--- src/design/pca_pkg.sv ---
// Package for the packet configuration and auto-sequence block
// Assumes a 32-bit AXI4-Lite master and a packet datapath on aclk
package pca_pkg;

  // ************************************************************
  // Register indices, byte address is four times the index
  // ************************************************************
  localparam logic [7:0] PCA_IDX_PKT_CFG   = 8'h37;
  localparam logic [7:0] PCA_IDX_BODY_LEN  = 8'h38;
  localparam logic [7:0] PCA_IDX_OWN_ID    = 8'h39;
  localparam logic [7:0] PCA_IDX_GROUP_ID  = 8'h3A;
  localparam logic [7:0] PCA_IDX_AUTO_CFG  = 8'h3B;
  localparam logic [7:0] PCA_IDX_OP_MODE   = 8'h50;
  localparam logic [7:0] PCA_IDX_FLAGS     = 8'h51;
  localparam logic [7:0] PCA_IDX_IRQ_STAT  = 8'h52;
  localparam logic [7:0] PCA_IDX_IRQ_EN    = 8'h53;
  localparam logic [7:0] PCA_IDX_IRQ_CLR   = 8'h54;

  // ************************************************************
  // Field positions
  // ************************************************************
  localparam int PCA_POS_FORMAT    = 7;
  localparam int PCA_POS_CODING    = 5;
  localparam int PCA_POS_CRC_EN    = 4;
  localparam int PCA_POS_CRC_KEEP  = 3;
  localparam int PCA_POS_MATCH     = 1;
  localparam int PCA_POS_ENTRY     = 5;
  localparam int PCA_POS_EXIT      = 2;
  localparam int PCA_POS_TRANSIT   = 0;

  // ************************************************************
  // Reset values
  // ************************************************************
  localparam logic [7:0] PCA_RST_PKT_CFG  = 8'h10;
  localparam logic [7:0] PCA_RST_BODY_LEN = 8'h40;
  localparam logic [7:0] PCA_RST_STATION  = 8'h00;
  localparam logic [7:0] PCA_RST_AUTO_CFG = 8'h00;
  localparam logic [1:0] PCA_RST_OP_MODE  = 2'b01;

  // ************************************************************
  // Codes
  // ************************************************************
  localparam logic [1:0] PCA_MATCH_NONE  = 2'b00;
  localparam logic [1:0] PCA_MATCH_OWN   = 2'b01;
  localparam logic [1:0] PCA_MATCH_GROUP = 2'b10;
  localparam logic [2:0] PCA_EV_OFF      = 3'b000;
  localparam logic [1:0] PCA_RESP_OKAY   = 2'b00;
  localparam logic [1:0] PCA_RESP_SLVERR = 2'b10;
  localparam int         PCA_NUM_IRQ     = 5;
  localparam int         PCA_NUM_EDGE    = 7;

  typedef enum logic [1:0]
  {
    PCA_AUTO_IDLE    = 2'b01,
    PCA_AUTO_TRANSIT = 2'b10
  } pca_auto_e;

  // Configuration handed to the datapath
  typedef struct packed
  {
    logic       length_format_select;
    logic [1:0] line_coding_select;
    logic       checksum_enable;
    logic       tx_len_fixed;
    logic [7:0] body_byte_count;
  } pca_cfg_s;

  // Status flags, bit order is the edge detector order
  typedef struct packed
  {
    logic timeout;
    logic tx_frame_done;
    logic frame_start_match;
    logic rx_body_complete;
    logic checksum_pass_flag;
    logic queue_above_threshold;
    logic queue_has_data;
  } pca_flags_s;

  // Register decode used by read and write paths
  function automatic logic pca_reg_hit(input logic [7:0] idx);
    pca_reg_hit = (idx >= PCA_IDX_PKT_CFG && idx <= PCA_IDX_AUTO_CFG) ||
                  (idx >= PCA_IDX_OP_MODE && idx <= PCA_IDX_IRQ_CLR);
  endfunction

endpackage

--- src/design/pca_edge_detect.sv ---
// Rising and falling edge pulses for a group of status flags
// Assumes flags come from logic on the same clock
`timescale 1ns/100ps
module pca_edge_detect
  import pca_pkg::*;
#(
  parameter int N = PCA_NUM_EDGE
)
(
  input  wire logic         aclk,
  input  wire logic         aresetn,
  input  wire logic [N-1:0] level,
  output logic      [N-1:0] rise,
  output logic      [N-1:0] fall
);
  logic [N-1:0] prev_q;

  // ************************************************************
  // One flop and two gates per flag
  // ************************************************************
  always_ff @(posedge aclk)
  begin
    if (!aresetn)
      prev_q <= '0;
    else
      prev_q <= level;
  end

  genvar g;
  generate
    for (g = 0; g < N; g++)
    begin : g_edge
      assign rise[g] = level[g] & ~prev_q[g];
      assign fall[g] = ~level[g] & prev_q[g];
    end
  endgenerate
endmodule

--- src/design/pca_axil_slave.sv ---
// AXI4-Lite slave front end with one word per register index
// Assumes the top decodes indices and supplies read data
`timescale 1ns/100ps
module pca_axil_slave
  import pca_pkg::*;
(
  input  wire logic        aclk,
  input  wire logic        aresetn,
  input  wire logic [31:0] awaddr,
  input  wire logic        awvalid,
  output logic             awready,
  input  wire logic [31:0] wdata,
  input  wire logic [3:0]  wstrb,
  input  wire logic        wvalid,
  output logic             wready,
  output logic [1:0]       bresp,
  output logic             bvalid,
  input  wire logic        bready,
  input  wire logic [31:0] araddr,
  input  wire logic        arvalid,
  output logic             arready,
  output logic [31:0]      rdata,
  output logic [1:0]       rresp,
  output logic             rvalid,
  input  wire logic        rready,
  output logic             wr_en,
  output logic [7:0]       wr_idx,
  output logic [7:0]       wr_data,
  output logic [7:0]       rd_idx,
  output logic             rd_en,
  input  wire logic [7:0]  rd_data
);
  logic        aw_held_q;
  logic        w_held_q;
  logic [31:0] awaddr_q;
  logic [7:0]  wdata_q;
  logic        wlane_q;
  logic        wr_ok;
  logic        rd_ok;

  assign awready = ~aw_held_q & ~bvalid;
  assign wready  = ~w_held_q & ~bvalid;
  assign arready = ~rvalid;
  assign wr_ok   = awaddr_q[1:0] == 2'b00 && awaddr_q[31:10] == '0 &&
                   pca_reg_hit(awaddr_q[9:2]);
  assign rd_ok   = araddr[1:0] == 2'b00 && araddr[31:10] == '0 &&
                   pca_reg_hit(araddr[9:2]);
  assign wr_en   = aw_held_q & w_held_q & ~bvalid & wr_ok & wlane_q;
  assign wr_idx  = awaddr_q[9:2];
  assign wr_data = wdata_q;
  assign rd_idx  = araddr[9:2];
  assign rd_en   = arvalid & arready & rd_ok;

  // ************************************************************
  // Write channel
  // ************************************************************
  always_ff @(posedge aclk)
  begin
    if (!aresetn)
    begin
      aw_held_q <= 1'b0;
      w_held_q  <= 1'b0;
      awaddr_q  <= '0;
      wdata_q   <= '0;
      wlane_q   <= 1'b0;
      bvalid    <= 1'b0;
      bresp     <= PCA_RESP_OKAY;
    end
    else if (bvalid)
    begin
      if (bready)
        bvalid <= 1'b0;
    end
    else if (aw_held_q && w_held_q)
    begin
      aw_held_q <= 1'b0;
      w_held_q  <= 1'b0;
      bvalid    <= 1'b1;
      bresp     <= wr_ok ? PCA_RESP_OKAY : PCA_RESP_SLVERR;
    end
    else
    begin
      if (awvalid && !aw_held_q)
      begin
        aw_held_q <= 1'b1;
        awaddr_q  <= awaddr;
      end
      if (wvalid && !w_held_q)
      begin
        w_held_q <= 1'b1;
        wdata_q  <= wdata[7:0];
        wlane_q  <= wstrb[0];
      end
    end
  end

  // ************************************************************
  // Read channel
  // ************************************************************
  always_ff @(posedge aclk)
  begin
    if (!aresetn)
    begin
      rvalid <= 1'b0;
      rdata  <= '0;
      rresp  <= PCA_RESP_OKAY;
    end
    else if (rvalid)
    begin
      if (rready)
        rvalid <= 1'b0;
    end
    else if (arvalid)
    begin
      rvalid <= 1'b1;
      rdata  <= {24'h00_0000, rd_ok ? rd_data : 8'h00};
      rresp  <= rd_ok ? PCA_RESP_OKAY : PCA_RESP_SLVERR;
    end
  end
endmodule

--- src/design/pca_top.sv ---
// Packet configuration, receive checks and automatic mode sequencing
// Assumes an AXI4-Lite master and a packet datapath on aclk
`timescale 1ns/100ps
module pca_top
  import pca_pkg::*;
(
  input  wire logic                aclk,
  input  wire logic                aresetn,
  input  wire logic [31:0]         s_axi_awaddr,
  input  wire logic                s_axi_awvalid,
  output logic                     s_axi_awready,
  input  wire logic [31:0]         s_axi_wdata,
  input  wire logic [3:0]          s_axi_wstrb,
  input  wire logic                s_axi_wvalid,
  output logic                     s_axi_wready,
  output logic [1:0]               s_axi_bresp,
  output logic                     s_axi_bvalid,
  input  wire logic                s_axi_bready,
  input  wire logic [31:0]         s_axi_araddr,
  input  wire logic                s_axi_arvalid,
  output logic                     s_axi_arready,
  output logic [31:0]              s_axi_rdata,
  output logic [1:0]               s_axi_rresp,
  output logic                     s_axi_rvalid,
  input  wire logic                s_axi_rready,
  input  wire logic [6:0]          queue_count,
  input  wire logic [6:0]          queue_threshold,
  input  wire logic                rx_end_valid,
  input  wire logic                rx_crc_good,
  input  wire logic                rx_addr_valid,
  input  wire logic [7:0]          rx_addr_byte,
  input  wire logic                rx_len_valid,
  input  wire logic [7:0]          rx_len_byte,
  input  wire logic                frame_start_match,
  input  wire logic                tx_frame_done,
  input  wire logic                timeout,
  output pca_pkg::pca_cfg_s        cfg_q,
  output pca_pkg::pca_flags_s      flags_q,
  output logic [1:0]               op_mode_q,
  output logic                     auto_sequence_flag_q,
  output logic                     fifo_flush_q,
  output logic                     rx_restart_q,
  output logic                     addr_accept_q,
  output logic                     addr_reject_q,
  output logic                     len_reject_q,
  output logic                     irq_q
);
  logic [7:0]              pkt_cfg_q;
  logic [7:0]              body_len_q;
  logic [7:0]              own_station_id_q;
  logic [7:0]              group_station_id_q;
  logic [7:0]              auto_cfg_q;
  logic [1:0]              user_mode_q;
  logic [PCA_NUM_IRQ-1:0]  irq_stat_q;
  logic [PCA_NUM_IRQ-1:0]  irq_en_q;
  logic [PCA_NUM_IRQ-1:0]  irq_ev;
  logic                    wr_en;
  logic [7:0]              wr_idx;
  logic [7:0]              wr_data;
  logic [7:0]              rd_idx;
  logic [7:0]              rd_data;
  logic [PCA_NUM_EDGE-1:0] rise;
  logic [PCA_NUM_EDGE-1:0] fall;
  pca_auto_e               auto_q;
  logic                    crc_en;
  logic                    crc_keep;
  logic [1:0]              match_mode;
  logic [2:0]              auto_entry_event;
  logic [2:0]              auto_exit_event;
  logic [1:0]              transit_op_mode;
  logic                    auto_on;
  logic                    entry_hit;
  logic                    exit_hit;
  logic                    crc_bad;
  logic                    queue_empty;
  logic                    addr_ok;

  // ************************************************************
  // Field views
  // ************************************************************
  assign crc_en           = pkt_cfg_q[PCA_POS_CRC_EN];
  assign crc_keep         = pkt_cfg_q[PCA_POS_CRC_KEEP];
  assign match_mode       = pkt_cfg_q[PCA_POS_MATCH +: 2];
  assign auto_entry_event = auto_cfg_q[PCA_POS_ENTRY +: 3];
  assign auto_exit_event  = auto_cfg_q[PCA_POS_EXIT +: 3];
  assign transit_op_mode  = auto_cfg_q[PCA_POS_TRANSIT +: 2];
  assign auto_on          = auto_entry_event != PCA_EV_OFF &&
                            auto_exit_event != PCA_EV_OFF;
  assign queue_empty      = queue_count == 7'h00;
  assign crc_bad          = rx_end_valid & crc_en & ~rx_crc_good;

  // ************************************************************
  // Bus front end
  // ************************************************************
  pca_axil_slave u_bus
  (
    .aclk    (aclk),
    .aresetn (aresetn),
    .awaddr  (s_axi_awaddr),
    .awvalid (s_axi_awvalid),
    .awready (s_axi_awready),
    .wdata   (s_axi_wdata),
    .wstrb   (s_axi_wstrb),
    .wvalid  (s_axi_wvalid),
    .wready  (s_axi_wready),
    .bresp   (s_axi_bresp),
    .bvalid  (s_axi_bvalid),
    .bready  (s_axi_bready),
    .araddr  (s_axi_araddr),
    .arvalid (s_axi_arvalid),
    .arready (s_axi_arready),
    .rdata   (s_axi_rdata),
    .rresp   (s_axi_rresp),
    .rvalid  (s_axi_rvalid),
    .rready  (s_axi_rready),
    .wr_en   (wr_en),
    .wr_idx  (wr_idx),
    .wr_data (wr_data),
    .rd_idx  (rd_idx),
    .rd_en   (),
    .rd_data (rd_data)
  );

  // ************************************************************
  // Configuration registers
  // ************************************************************
  always_ff @(posedge aclk)
  begin
    if (!aresetn)
    begin
      pkt_cfg_q          <= PCA_RST_PKT_CFG;
      body_len_q         <= PCA_RST_BODY_LEN;
      own_station_id_q   <= PCA_RST_STATION;
      group_station_id_q <= PCA_RST_STATION;
      auto_cfg_q         <= PCA_RST_AUTO_CFG;
      user_mode_q        <= PCA_RST_OP_MODE;
      irq_en_q           <= '0;
    end
    else if (wr_en)
    begin
      unique case (wr_idx)
        PCA_IDX_PKT_CFG:  pkt_cfg_q          <= wr_data;
        PCA_IDX_BODY_LEN: body_len_q         <= wr_data;
        PCA_IDX_OWN_ID:   own_station_id_q   <= wr_data;
        PCA_IDX_GROUP_ID: group_station_id_q <= wr_data;
        PCA_IDX_AUTO_CFG: auto_cfg_q         <= wr_data;
        PCA_IDX_OP_MODE:  user_mode_q        <= wr_data[1:0];
        PCA_IDX_IRQ_EN:   irq_en_q <= wr_data[PCA_NUM_IRQ-1:0];
        default:          ;
      endcase
    end
  end

  // ************************************************************
  // Configuration to datapath
  // ************************************************************
  always_ff @(posedge aclk)
  begin
    if (!aresetn)
      cfg_q <= '0;
    else
    begin
      cfg_q.length_format_select <= pkt_cfg_q[PCA_POS_FORMAT];
      cfg_q.line_coding_select   <= pkt_cfg_q[PCA_POS_CODING +: 2];
      cfg_q.checksum_enable      <= crc_en;
      cfg_q.tx_len_fixed         <= ~pkt_cfg_q[PCA_POS_FORMAT];
      cfg_q.body_byte_count      <= body_len_q;
    end
  end

  // ************************************************************
  // Read mux
  // ************************************************************
  always_comb
  begin
    rd_data = 8'h00;
    unique case (rd_idx)
      PCA_IDX_PKT_CFG:  rd_data = pkt_cfg_q;
      PCA_IDX_BODY_LEN: rd_data = body_len_q;
      PCA_IDX_OWN_ID:   rd_data = own_station_id_q;
      PCA_IDX_GROUP_ID: rd_data = group_station_id_q;
      PCA_IDX_AUTO_CFG: rd_data = auto_cfg_q;
      PCA_IDX_OP_MODE:  rd_data = {6'h00, op_mode_q};
      PCA_IDX_FLAGS:    rd_data = {auto_sequence_flag_q, flags_q};
      PCA_IDX_IRQ_STAT: rd_data = {3'h0, irq_stat_q};
      PCA_IDX_IRQ_EN:   rd_data = {3'h0, irq_en_q};
      default:          rd_data = 8'h00;
    endcase
  end

  // ************************************************************
  // Status flags
  // ************************************************************
  always_ff @(posedge aclk)
  begin
    if (!aresetn)
      flags_q <= '0;
    else
    begin
      flags_q.queue_has_data        <= ~queue_empty;
      flags_q.queue_above_threshold <= queue_count > queue_threshold;
      flags_q.frame_start_match     <= frame_start_match;
      flags_q.tx_frame_done         <= tx_frame_done;
      flags_q.timeout               <= timeout;
      if (rx_end_valid && crc_en && rx_crc_good)
        flags_q.checksum_pass_flag <= 1'b1;
      else if (queue_empty)
        flags_q.checksum_pass_flag <= 1'b0;
      if (rx_end_valid && (!crc_en || rx_crc_good || crc_keep))
        flags_q.rx_body_complete <= 1'b1;
      else if (queue_empty)
        flags_q.rx_body_complete <= 1'b0;
    end
  end

  // ************************************************************
  // Checksum failure handling
  // ************************************************************
  always_ff @(posedge aclk)
  begin
    if (!aresetn)
      {fifo_flush_q, rx_restart_q} <= 2'b00;
    else
      {fifo_flush_q, rx_restart_q} <= {2{crc_bad & ~crc_keep}};
  end

  // ************************************************************
  // Address and length checks
  // ************************************************************
  always_comb
  begin
    addr_ok = 1'b0;
    unique case (match_mode)
      PCA_MATCH_NONE:  addr_ok = 1'b1;
      PCA_MATCH_OWN:   addr_ok = rx_addr_byte == own_station_id_q;
      PCA_MATCH_GROUP: addr_ok = rx_addr_byte == own_station_id_q ||
                                 rx_addr_byte == group_station_id_q;
      default:         addr_ok = 1'b0;
    endcase
  end

  always_ff @(posedge aclk)
  begin
    if (!aresetn)
      {addr_accept_q, addr_reject_q, len_reject_q} <= 3'b000;
    else
    begin
      addr_accept_q <= rx_addr_valid & addr_ok;
      addr_reject_q <= rx_addr_valid & ~addr_ok;
      len_reject_q  <= rx_len_valid & pkt_cfg_q[PCA_POS_FORMAT] &
                       (rx_len_byte > body_len_q);
    end
  end

  // ************************************************************
  // Automatic mode sequencing
  // ************************************************************
  pca_edge_detect #(.N(PCA_NUM_EDGE)) u_edge
  (
    .aclk    (aclk),
    .aresetn (aresetn),
    .level   (flags_q),
    .rise    (rise),
    .fall    (fall)
  );

  always_comb
  begin
    entry_hit = 1'b0;
    if (auto_entry_event == 3'b111)
      entry_hit = fall[0];
    else if (auto_entry_event != PCA_EV_OFF)
      entry_hit = rise[auto_entry_event - 3'd1];
  end

  always_comb
  begin
    exit_hit = 1'b0;
    unique case (auto_exit_event)
      3'b001:  exit_hit = fall[0];
      3'b000:  exit_hit = 1'b0;
      3'b110:  exit_hit = rise[5];
      3'b111:  exit_hit = rise[6];
      default: exit_hit = rise[auto_exit_event - 3'd1] | rise[6];
    endcase
  end

  always_ff @(posedge aclk)
  begin
    if (!aresetn)
      auto_q <= PCA_AUTO_IDLE;
    else
    begin
      unique case (auto_q)
        PCA_AUTO_IDLE:
          if (auto_on && entry_hit)
            auto_q <= PCA_AUTO_TRANSIT;
        PCA_AUTO_TRANSIT:
          if (!auto_on || exit_hit)
            auto_q <= PCA_AUTO_IDLE;
        default:
          auto_q <= PCA_AUTO_IDLE;
      endcase
    end
  end

  always_ff @(posedge aclk)
  begin
    if (!aresetn)
      {op_mode_q, auto_sequence_flag_q} <= {PCA_RST_OP_MODE, 1'b0};
    else
    begin
      auto_sequence_flag_q <= auto_q == PCA_AUTO_TRANSIT;
      op_mode_q <= (auto_q == PCA_AUTO_TRANSIT) ?
                   transit_op_mode : user_mode_q;
    end
  end

  // ************************************************************
  // Interrupts
  // ************************************************************
  assign irq_ev = {len_reject_q,
                   fifo_flush_q,
                   rise[3],
                   auto_sequence_flag_q & (auto_q == PCA_AUTO_IDLE),
                   ~auto_sequence_flag_q & (auto_q == PCA_AUTO_TRANSIT)};

  always_ff @(posedge aclk)
  begin
    if (!aresetn)
    begin
      irq_stat_q <= '0;
      irq_q      <= 1'b0;
    end
    else
    begin
      for (int i = 0; i < PCA_NUM_IRQ; i++)
      begin
        if (irq_ev[i])
          irq_stat_q[i] <= 1'b1;
        else if (wr_en && wr_idx == PCA_IDX_IRQ_CLR && wr_data[i])
          irq_stat_q[i] <= 1'b0;
      end
      irq_q <= |(irq_stat_q & irq_en_q);
    end
  end
endmodule

--- config.mk ---
export PLATFORM = sky130hd
export DESIGN_NAME = pca_top
export DESIGN_NICKNAME = d
export VERILOG_FILES = /design/src/design/pca_pkg.sv /design/src/design/pca_edge_detect.sv /design/src/design/pca_axil_slave.sv /design/src/design/pca_top.sv
export SDC_FILE = /design/constraint.sdc
export NUM_CORES = 1
export LEC_CHECK = 0
export ABC_CLOCK_PERIOD_IN_PS = 4140
export BUFFER_PORTS_ARGS = -buffer_cell sky130_fd_sc_hd__clkbuf_2
export CAP_MARGIN = 20
export CORE_ASPECT_RATIO = 0.6
export CORE_MARGIN = 8
export CORE_UTILIZATION = 56
export CTS_CLUSTER_SIZE = 30
export DETAILED_ROUTE_END_ITERATION = 12
export PLACE_DENSITY = 0.86
export SYNTH_ARGS = -nofsm -noshare
export SYNTH_HDL_FRONTEND = slang
export SYNTH_SLANG_ARGS = --single-unit
export TNS_END_PERCENT = 30
--- constraint.sdc ---
create_clock -name aclk -period 4.14 [get_ports aclk]
set_input_delay 1.242 -clock aclk [delete_from_list [all_inputs] [get_ports aclk]]
set_output_delay 1.242 -clock aclk [all_outputs]
set_load 0.005 [all_outputs]
==> flow_summary_export.csv, run 1 <==
group,metric,value,unit
logic_synthesis,synth_top_family_by_area,"simple AND/OR/NAND/NOR gates",
logic_synthesis,async_flop_share,0,%
grt,grt-ovfl-total,0,
setup_path,slowest_stage,"or4b_1",
final_layout,syn_to_final_growth,19.9,%
placed_design,portBuffers,160,
setup_path,crit_required,4470,ps
clock_tree,cts_tree,"yes",
logic_synthesis,synth.top_cells.by_area,"dfxtp_1 (42%), nand2_1 (8.4%), mux2i_1 (8.2%)",
final_layout,final_cells,1125,
drt,routedWlPerCell,17.4,um
setup_path,end_kind,"flop",
logic_synthesis,synth_mux_area_share,10.0,%
job,drv_cap,0,
drt,vias_per_cell,5.57,
setup_path,critPathMaxFanout,21,
final_layout,final_net_count,1114,
logic_synthesis,avgSynthCellArea,8.68,sq um
timing,final_hold_viol_count,0,
timing,layout_setup_ws,1310,ps
logic_synthesis,synthXorXnorAreaFrac,2.27,%
power_and_ir_drop,power.density,395,nW/um^2
logic_synthesis,ys_seq_area_share,41.6,%
logic_synthesis,netlist_instances,799,
logic_synthesis,synth-simple-area-share,23.3,%
drt,ant_nets,0,
timing,fin_hold_ws,457,ps
setup_path,crit_arrival,3170,ps
floorplan,die_x,160,um
floorplan,die_area,16300,sq um
drt,vias,6267,
setup_path,r2r_slack,1760,ps
final_layout,fin_area,8320,sq um
clock_tree,cts.sink_count,144,
clock_tree,hold_buffers,0,
placed_design,placed_area,7740,sq um
timing,rsz0062_at_grt,"false",
logic_synthesis,syn_area,6940,sq um
logic_synthesis,synth_adder_area_share,4.15,%
final_layout,layout-drive-gt1-share,22.3,%
logic_synthesis,synth_edf_count,0,
clock_tree,cts_root_buffer,"clkbuf_16",
timing,fmax,353,MHz
placed_design,post-place-ws,907,ps
floorplan,ioPinCount,214,
clock_tree,cts_max_path_buffers,2,
drt,route.detailed.drc,0,
placed_design,dp_hpwl,14600,um
floorplan,core-area,12100,sq um
drt,drt_iter0_drc,454,
setup_path,cp-start-kind,"input port",
drt,dr.pass1.iters,6,
run_status,status,"finished clean",
power_and_ir_drop,ir_worst_vdd,0.264,mV
logic_synthesis,yosysUniqueCellTypes,61,
grt,grt_max_degree,64,
clock_tree,cts_inserted_buffers,17,
clock_tree,clk_latency,430,ps
logic_synthesis,yosysWarnings,0,
logic_synthesis,synth_compound_area_share,11.7,%
timing,clock_skew,14.2,ps
timing,relSlewSlack,28.8,%
drt,finalWirelength,19600,um
timing,tns,0,ps
clock_tree,clkTransAtPathRegs,70,ps
setup_path,path_cells,"clkbuf_2 > or4b_1 > a311oi_1 > nand3_1 > o31ai_1",
placed_design,place_inst,1093,
setup_path,path_class,"in -> reg",
timing,worstMarginPinSlew,1070,ps
clock_tree,cts_max_level,4,
logic_synthesis,yosysMostFrequentCell,"nand2_1",
floorplan,die_h,102,um
timing,finalCritPeriodShare,68.5,%
timing,maxSlewViolCount,0,
grt,grt_pass1_vias,6002,
logic_synthesis,ys_ff_latch,144,
grt,grt_pass1_wl,30900,um
timing,fin_crit,2830,ps
timing,setup_viol_count_final,0,
power_and_ir_drop,total_power,3.28,mW
floorplan,floorplan.initialDensity,57.5,%
setup_path,cpPeakStageDelay,570,ps
placed_design,routabilityCongestion,0.907,
floorplan,rows,31,
hold_path,hold_path.class,"reg -> reg",
logic_synthesis,synth_top_area_share,41.6,%
clock_tree,cts_resized,0,
final_layout,diodes,0,
logic_synthesis,synth_top_area_cell,"dfxtp_1",
clock_tree,cts_setup_buffers,0,
power_and_ir_drop,p_leak,3.82,nW
grt,antenna_found_initial,0,
final_layout,fill_cells,968,
final_layout,fin_util,68.9,%
grt,grt_util_all_layers,23.7,%
logic_synthesis,synth_top_flop_cell,"dfxtp_1",
logic_synthesis,ys_top_cells_by_count,"nand2_1 (155), dfxtp_1 (144), a21oi_1 (61), mux2i_1 (57), inv_1 (41)",
==> where the power goes <==
group / switching (mW) / internal, mW
combinational: 0.164 / 0.125
sequential: 0.0409 / 1.43
clock: 0.673 / 0.851
==> registers in the layout, indices dropped and copies added, names as in the netlist, 5 cells and up <==
signal / count
u_bus.awaddr_q: 32
cfg_q: 13
auto_cfg_q: 8
body_len_q: 8
group_station_id_q: 8
own_station_id_q: 8
pkt_cfg_q: 8
u_bus.rdata: 8
u_bus.wr_data: 8
flags_q: 7
u_edge.prev_q: 7
irq_en_q: 5
irq_stat_q: 5
==> kinds of logic after synthesis <==
logic type	count (synthesis)
AND/OR/NAND/NOR	314
adder cells (fa/ha/maj)	23
buffers and inverters	101
multiplexers	64
AO/OA/AOI/OAI	134
XOR/XNOR	18
flip-flops	144
other	1
==> placed cells by master (no fill, tap or decap), types with 10 or more instances in the layout <==
cell type	netlist	routed
nand2b_1	12	12
o21ai_0	23	23
clkbuf_16	0	17
and2_1	15	15
nor2_1	25	25
a21oi_1	61	61
conb_1	1	26
nand2_1	155	155
inv_1	41	40
nor4_1	18	18
mux2i_1	57	57
clkbuf_2	0	160
nor2b_1	15	15
dfxtp_1	144	144
ha_1	23	23
nand4_1	11	11
xnor2_1	10	10
==> critical path: cells and delay by family <==
kind	cells	cell delay (ps)
compound gates	2	750
buf+inv	1	350
simple gates	2	830
==> per-layer routing <==
metal | up-vias | track usage [%] | wire length [um]
li1 | 3030 | - | -
met1 | 2902 | 33.1 | 9310
met2 | 312 | 34.5 | 8140
met3 | 23 | 7.56 | 1960
met4 | 0 | 6.42 | 200
met5 | - | 0 | 0
==> path summary, 6_finish.rpt <==
check | from | endpoint | cells after the start
hold reg to reg | u_bus.awaddr_q[18] | u_bus.awaddr_q[18] | 2
hold / removal | u_bus.awaddr_q[18] | u_bus.awaddr_q[18] | 2
setup / recovery | s_axi_araddr[2] | u_bus.rdata[2] | 5
setup reg to reg | u_bus.awaddr_q[1] | pkt_cfg_q[2] | 5
==> cell type report <==
class,instances,area (sq um),share of cell area (%)
Inverter,41,154,1.85
Sequential cell,144,2880,34.7
Clock inverter,14,149,1.79
Clock buffer,18,429,5.16
Timing Repair Buffer,164,831,9.99
Multi-Input combinational cell,579,3660,44.1
Tap cell,165,206,2.48
Note: power is estimated with default switching activity, not from simulation.
==> run 2, diff against run 1 <==
- ABC_AREA: not set -> 1
- ABC_CLOCK_PERIOD_IN_PS: 4140 -> 2530
- CORE_UTILIZATION: 56 -> 47
- PLACE_DENSITY: 0.86 -> 0.77
- clock period: 4.14 -> 2.53 ns (I/O delays scaled with it)
==> run 2 against run 1 <==
Effect of this change: core utilization shrank 12 points; highest routed layer is now met5; sequential power grew 67%; die area grew 19%; worst hold slack lost 8.3 ps; global-route usage shrank 2.7 points; clock-buffer cell count is the same; critical endpoint is now irq_stat_q[1].
==> flow_summary_export.csv, run 2 <==
group,metric,value,unit
floorplan,ioPinCount,214,
timing,worstMarginPinSlew,818,ps
drt,ant_nets,0,
clock_tree,cts_root_buffer,"clkbuf_16",
placed_design,dp_hpwl,15700,um
floorplan,rows,35,
clock_tree,clkTransAtPathRegs,70,ps
final_layout,reg_top3,"u_bus.awaddr_q: 32 flops, cfg_q: 13 flops",
final_layout,mostFrequentLayoutCell,"nor2_1",
setup_path,crit_arrival,2220,ps
logic_synthesis,avgSynthCellArea,6.71,sq um
setup_path,end_kind,"flop",
drt,vias_per_cell,4.95,
setup_path,critPathMaxFanout,6,
timing,finalCritPeriodShare,77.3,%
clock_tree,hold_buffers,0,
clock_tree,cts_max_path_buffers,2,
final_layout,largest-register,"u_bus.awaddr_q",
floorplan,die_area,19500,sq um
logic_synthesis,synth_top_area_share,40.4,%
setup_path,path_class,"reg -> reg",
logic_synthesis,yosysMostFrequentCell,"nor2_1",
timing,tns,0,ps
setup_path,r2r_slack,570,ps
drt,route.detailed.drc,0,
timing,fin_crit,1960,ps
grt,grt_pass1_wl,33400,um
timing,clock_skew,10.8,ps
grt,grt-ovfl-total,0,
clock_tree,cts_resized,0,
logic_synthesis,yosysWarnings,0,
logic_synthesis,yosysUniqueCellTypes,35,
final_layout,final_cell_mix,"nor2_1 (243), nand2_1 (216), clkbuf_2 (159)",
floorplan,die_h,111,um
logic_synthesis,ys_ff_latch,144,
logic_synthesis,ys_top_cells_by_count,"nor2_1 (243), nand2_1 (216), dfxtp_1 (144), inv_1 (107), o21ai_0 (92)",
power_and_ir_drop,total_power,5.45,mW
drt,dr.pass1.iters,6,
clock_tree,clk_latency,430,ps
timing,relSlewSlack,45.4,%
run_status,status,"finished clean",
final_layout,diodes,0,
final_layout,layout-drive-gt1-share,17.8,%
placed_design,routabilityCongestion,0.981,
job,drv_cap,0,
hold_path,hold_path.class,"reg -> reg",
final_layout,final_net_count,1384,
drt,routedWlPerCell,14.5,um
floorplan,floorplan.initialDensity,47.2,%
grt,grt_util_all_layers,20.9,%
setup_path,cp-start-kind,"flop",
logic_synthesis,synth_top_area_cell,"dfxtp_1",
clock_tree,cts_setup_buffers,0,
timing,maxSlewViolCount,0,
drt,drt_iter0_drc,687,
final_layout,syn_to_final_growth,20.7,%
clock_tree,cts.sink_count,144,
setup_path,crit_required,2800,ps
placed_design,portBuffers,160,
final_layout,largest_reg_flops,32,
logic_synthesis,syn_area,7130,sq um
grt,grt_pass1_vias,6580,
power_and_ir_drop,power.density,633,nW/um^2
drt,finalWirelength,20700,um
clock_tree,cts_tree,"yes",
floorplan,die_x,175,um
clock_tree,cts_max_level,4,
logic_synthesis,synth.top_cells.by_area,"dfxtp_1 (40%), nor2_1 (13%), nand2_1 (11%)",
grt,antenna_found_initial,1,
timing,setup_viol_count_final,0,
drt,vias,7092,
power_and_ir_drop,p_leak,4.43,nW
clock_tree,cts_inserted_buffers,17,
timing,fmax,511,MHz
logic_synthesis,async_flop_share,0,%
logic_synthesis,synth_top_flop_cell,"dfxtp_1",
floorplan,core-area,15100,sq um
logic_synthesis,synth_edf_count,0,
timing,rsz0062_at_grt,"false",
power_and_ir_drop,ir_worst_vdd,0.346,mV
logic_synthesis,ys_seq_area_share,40.4,%
grt,grt_max_degree,99,
timing,final_hold_viol_count,0,
logic_synthesis,netlist_instances,1063,
## run 2: changes by cell type in the layout (fill, tap and decap cells not counted), sizes merged, moves of 12 or more
cell	before	now
nor4	18	1
inv	49	117
nor2	25	250
mux2i	57	0
nand2b	12	0
a21oi	61	43
o21ai	23	92
nand3	10	80
nor2b	15	0
nand2	158	218
and2	15	1
## run 2: logic make-up after synthesis
logic type	Yosys count	share of synthesized area, %
DFF	144	40.4
xor gates and xnor gates	16	1.97
buffers and inverters	171	10.7
and+or+nand+nor	567	32.7
adders and majority gates	23	4.04
AOI/OAI and AO/OA	141	10.1
other	1	0.0526
## run 2: report_power, final
part	internal (mW)	switching [mW]	leakage, nW
clock	1.41	1.08	0.278
combinational	0.200	0.302	2.98
sequential	2.36	0.0972	1.18
total	3.97	1.48	4.43
## run 2: layer usage
layer,track usage [%],share of wire (%),up-vias
li1,-,-,3612
met1,30.1,48,3183
met2,30.0,41,271
met3,6.42,9.9,24
met4,4.72,0.96,2
met5,0,0.048,-
## run 2: through the flow
step,worst slack (ps),utilization (%),area (sq um),hold WS (ps),cells
after floorplan,618,-,7220,417,1088
after global placement,357,53.1,8020,443,1401
after detailed placement,345,53.1,8020,442,1401
after CTS,549,57.0,8610,452,1433
after global routing,345,57.0,8610,471,1433
final,575,57.0,8610,448,1433
## run 2: layout make-up
type                    instances  area [sq um]
clock buffers                  18           439
clock inverters                14           145
fillers                      1450          6500
inverters                     111           417
multi-input cells             773          3580
flip-flops and latches        144          2880
well taps                     203           254
repair buffers                170           891
## run 2: worst paths after layout
kind,start,end,cells after the start
worst max-delay path,u_bus.w_held_q,irq_stat_q[1],9
worst min-delay path,u_bus.awaddr_q[30],u_bus.awaddr_q[30],2
worst max register to register,u_bus.w_held_q,irq_stat_q[1],9
worst min register to register,u_bus.awaddr_q[30],u_bus.awaddr_q[30],2
## run 2: worst max-delay path, cell delays in order (launching register included)
cell and delay [ps]:
dfxtp_1 370, nand2_1 60, nor2_1 230, nand3_1 130, nor2_2 160, nand3_4 170, nor2_1 430, nand2_1 100
nand2_1 90, a21oi_1 60
==> run 3, diff against run 2 <==
- ABC_CLOCK_PERIOD_IN_PS: 2530 -> 1800
- CORE_UTILIZATION: 47 -> 52
- PLACE_DENSITY: 0.77 -> 0.8
- clock period: 2.53 -> 1.8 ns (I/O delays scaled with it)
==> run 3 against run 2 <==
Effect of this change: maximum frequency increased by 8.1%; clock skew increased by 0.73 ps; largest cell class unchanged; the flow now finishes with violations (setup timing); critical path depth increased by 1; combinational power increased by 54%; sequential power increased by 40%; clock-buffer cell count increased by 2.
==> flow_summary_export.csv, run 3 (synthesis results as in run 2) <==
group,metric,value,unit
final_layout,fin_area,9080,sq um
floorplan,die_h,107,um
clock_tree,clkTransAtPathRegs,60,ps
drt,route.detailed.drc,0,
final_layout,reg_top3,"u_bus.awaddr_q: 32 flops, cfg_q: 13 flops",
run_status,violations,"setup timing",
final_layout,fill_cells,1219,
final_layout,multi_input_area,3720,sq um
drt,routedWlPerCell,15.0,um
grt,grt_util_all_layers,23.5,%
drt,dr.pass1.iters,5,
final_layout,syn_to_final_growth,27.3,%
setup_path,worstRegToRegCells,10,
timing,clock_skew,11.6,ps
grt,use_met2,34.6,%
setup_path,r2r-start,"u_bus.w_held_q",
clock_tree,cts_tree,"yes",
floorplan,rows,33,
setup_path,crit_required,2110,ps
final_layout,regArea,2890,sq um
setup_path,end_kind,"flop",
job,drv_cap,0,
floorplan,ioPinCount,214,
timing,finalCritPeriodShare,100,%
clock_tree,clk_latency,420,ps
final_layout,final_net_count,1422,
final_layout,largest-register,"u_bus.awaddr_q",
grt,antenna_found_initial,0,
floorplan,die_x,167,um
floorplan,die_area,17800,sq um
timing,setup_viol_count_final,1,
timing,maxSlewViolCount,0,
floorplan,core-area,13500,sq um
clock_tree,cts.sink_count,144,
final_layout,final_cell_mix,"nor2_1 (232), nand2_1 (208), clkbuf_2 (159)",
grt,met3_usage,6.27,%
placed_design,placed_area,8260,sq um
final_layout,largest_reg_flops,32,
timing,rsz0062_at_grt,"true",
drt,drt_iter0_drc,806,
setup_path,critPathMaxFanout,8,
grt,grt_pass1_wl,34000,um
setup_path,cp-start-kind,"flop",
timing,fin_crit,1810,ps
timing,relSlewSlack,55.6,%
drt,finalWirelength,21700,um
placed_design,routabilityCongestion,0.949,
grt,grt_max_degree,48,
timing,final_hold_viol_count,0,
setup_path,crit_arrival,2110,ps
drt,ant_nets,0,
drt,vias,7357,
placed_design,dp_hpwl,16100,um
timing,fmax,553,MHz
grt,grt-ovfl-total,0,
setup_path,r2r_end,"pkt_cfg_q[1]",
clock_tree,cts_root_buffer,"clkbuf_16",
timing,worstMarginPinSlew,666,ps
clock_tree,cts_max_level,4,
grt,grt_use_met1,33.8,%
placed_design,portBuffers,160,
power_and_ir_drop,ir_worst_vdd,0.498,mV
clock_tree,cts_max_path_buffers,2,
final_layout,diodes,0,
power_and_ir_drop,power.density,865,nW/um^2
grt,busiest_layer,"met2",
final_layout,layout-drive-gt1-share,22.3,%
grt,grt_pass1_vias,6802,
power_and_ir_drop,p_leak,4.67,nW
floorplan,floorplan.initialDensity,52.7,%
setup_path,r2r_slack,-8,ps
setup_path,path_class,"reg -> reg",
hold_path,hold_path.class,"in -> reg",
setup_path,critPathLaunch,"u_bus.w_held_q",
timing,layout_setup_ws,-8.03,ps
power_and_ir_drop,total_power,7.85,mW
drt,vias_per_cell,5.10,
setup_path,crit_path_end,"pkt_cfg_q[1]",
clock_tree,cts_inserted_buffers,17,
run_status,status,"finished with violations",
final_layout,mostFrequentLayoutCell,"nor2_1",
[run 3: cell types whose count changed in the layout (fill, tap and decap cells not counted), moves of 4 or more]
cell     change
nand2_1      -8
buf_12       +5
nor2_1      -11
nor2_2       +6
nand2_2      +4
dfxtp_1      -4
dfxtp_2      +4
nand2_4      +4
nor2_4       +5
buf_4       +30
[run 3: per-layer routing]
metal,share of wire (%),vias to the layer above
li1,-,3685
met1,47,3283
met2,41,361
met3,11,28
met4,1.2,0
met5,0,-
[run 3: how the worst min path moves through the flow]
stage / start / to / slack (ps) / depth (start not counted)
global placement: u_bus.awaddr_q[30] / u_bus.awaddr_q[30] / 440 / 2
detailed placement: u_bus.awaddr_q[30] / u_bus.awaddr_q[30] / 450 / 2
global route: frame_start_match / flags_q[4] / 320 / 3
floorplan: pkt_cfg_q[5] / cfg_q[10] / 420 / 2
CTS: frame_start_match / flags_q[4] / 300 / 3
finish: frame_start_match / flags_q[4] / 310 / 3
[run 3: area by class of cell]
| type | count | area share (%) |
|---|---|---|
| Tap cell | 175 | 2.41 |
| Clock inverter | 12 | 1.72 |
| Sequential cell | 144 | 31.8 |
| Timing Repair Buffer | 206 | 13.5 |
| Inverter | 111 | 4.59 |
| Clock buffer | 20 | 4.92 |
| Multi-Input combinational cell | 775 | 41.0 |
[run 3: report_power, final]
group | leakage [nW] | total (mW) | internal [mW] | switching (mW)
registers | 1.18 | 3.45 | 3.32 | 0.136
clock network | 0.283 | 3.63 | 2.22 | 1.40
logic | 3.21 | 0.772 | 0.321 | 0.451
total | 4.67 | 7.85 | 5.86 | 1.99
[run 3: stage by stage]
stage               setup TNS (ps)  util (%)  setup WS, ps  instances  hold slack [ps]
CTS                              0      65.6          7.50       1435              298
global route                  -799      67.0         -78.2       1443              317
detailed placement            -468      61.0         -79.1       1403              448
finish                       -8.03      67.0         -8.03       1443              308
global placement             -68.2      61.0         -48.1       1403              440
floorplan                        0         -           107       1088              417
[run 3: repair_timing]
item                                    in CTS  in global routing
gates resized for setup                      6                 34
buffers inserted                             0                  6
endpoints found under the setup margin      16                 40
pin swaps                                    0                 13
hold buffers                                 0                  0
gates cloned                                 0                  2
[run 3: critical path, cell delays in order (launching register included)]
cell	delay, ps
dfxtp_1	370
nand2_1	110
nor2_4	130
nand3_2	110
nor2_4	160
nand3_4	150
buf_4	190
nor2_2	90
inv_1	140
nor2_1	160
nor2_1	70
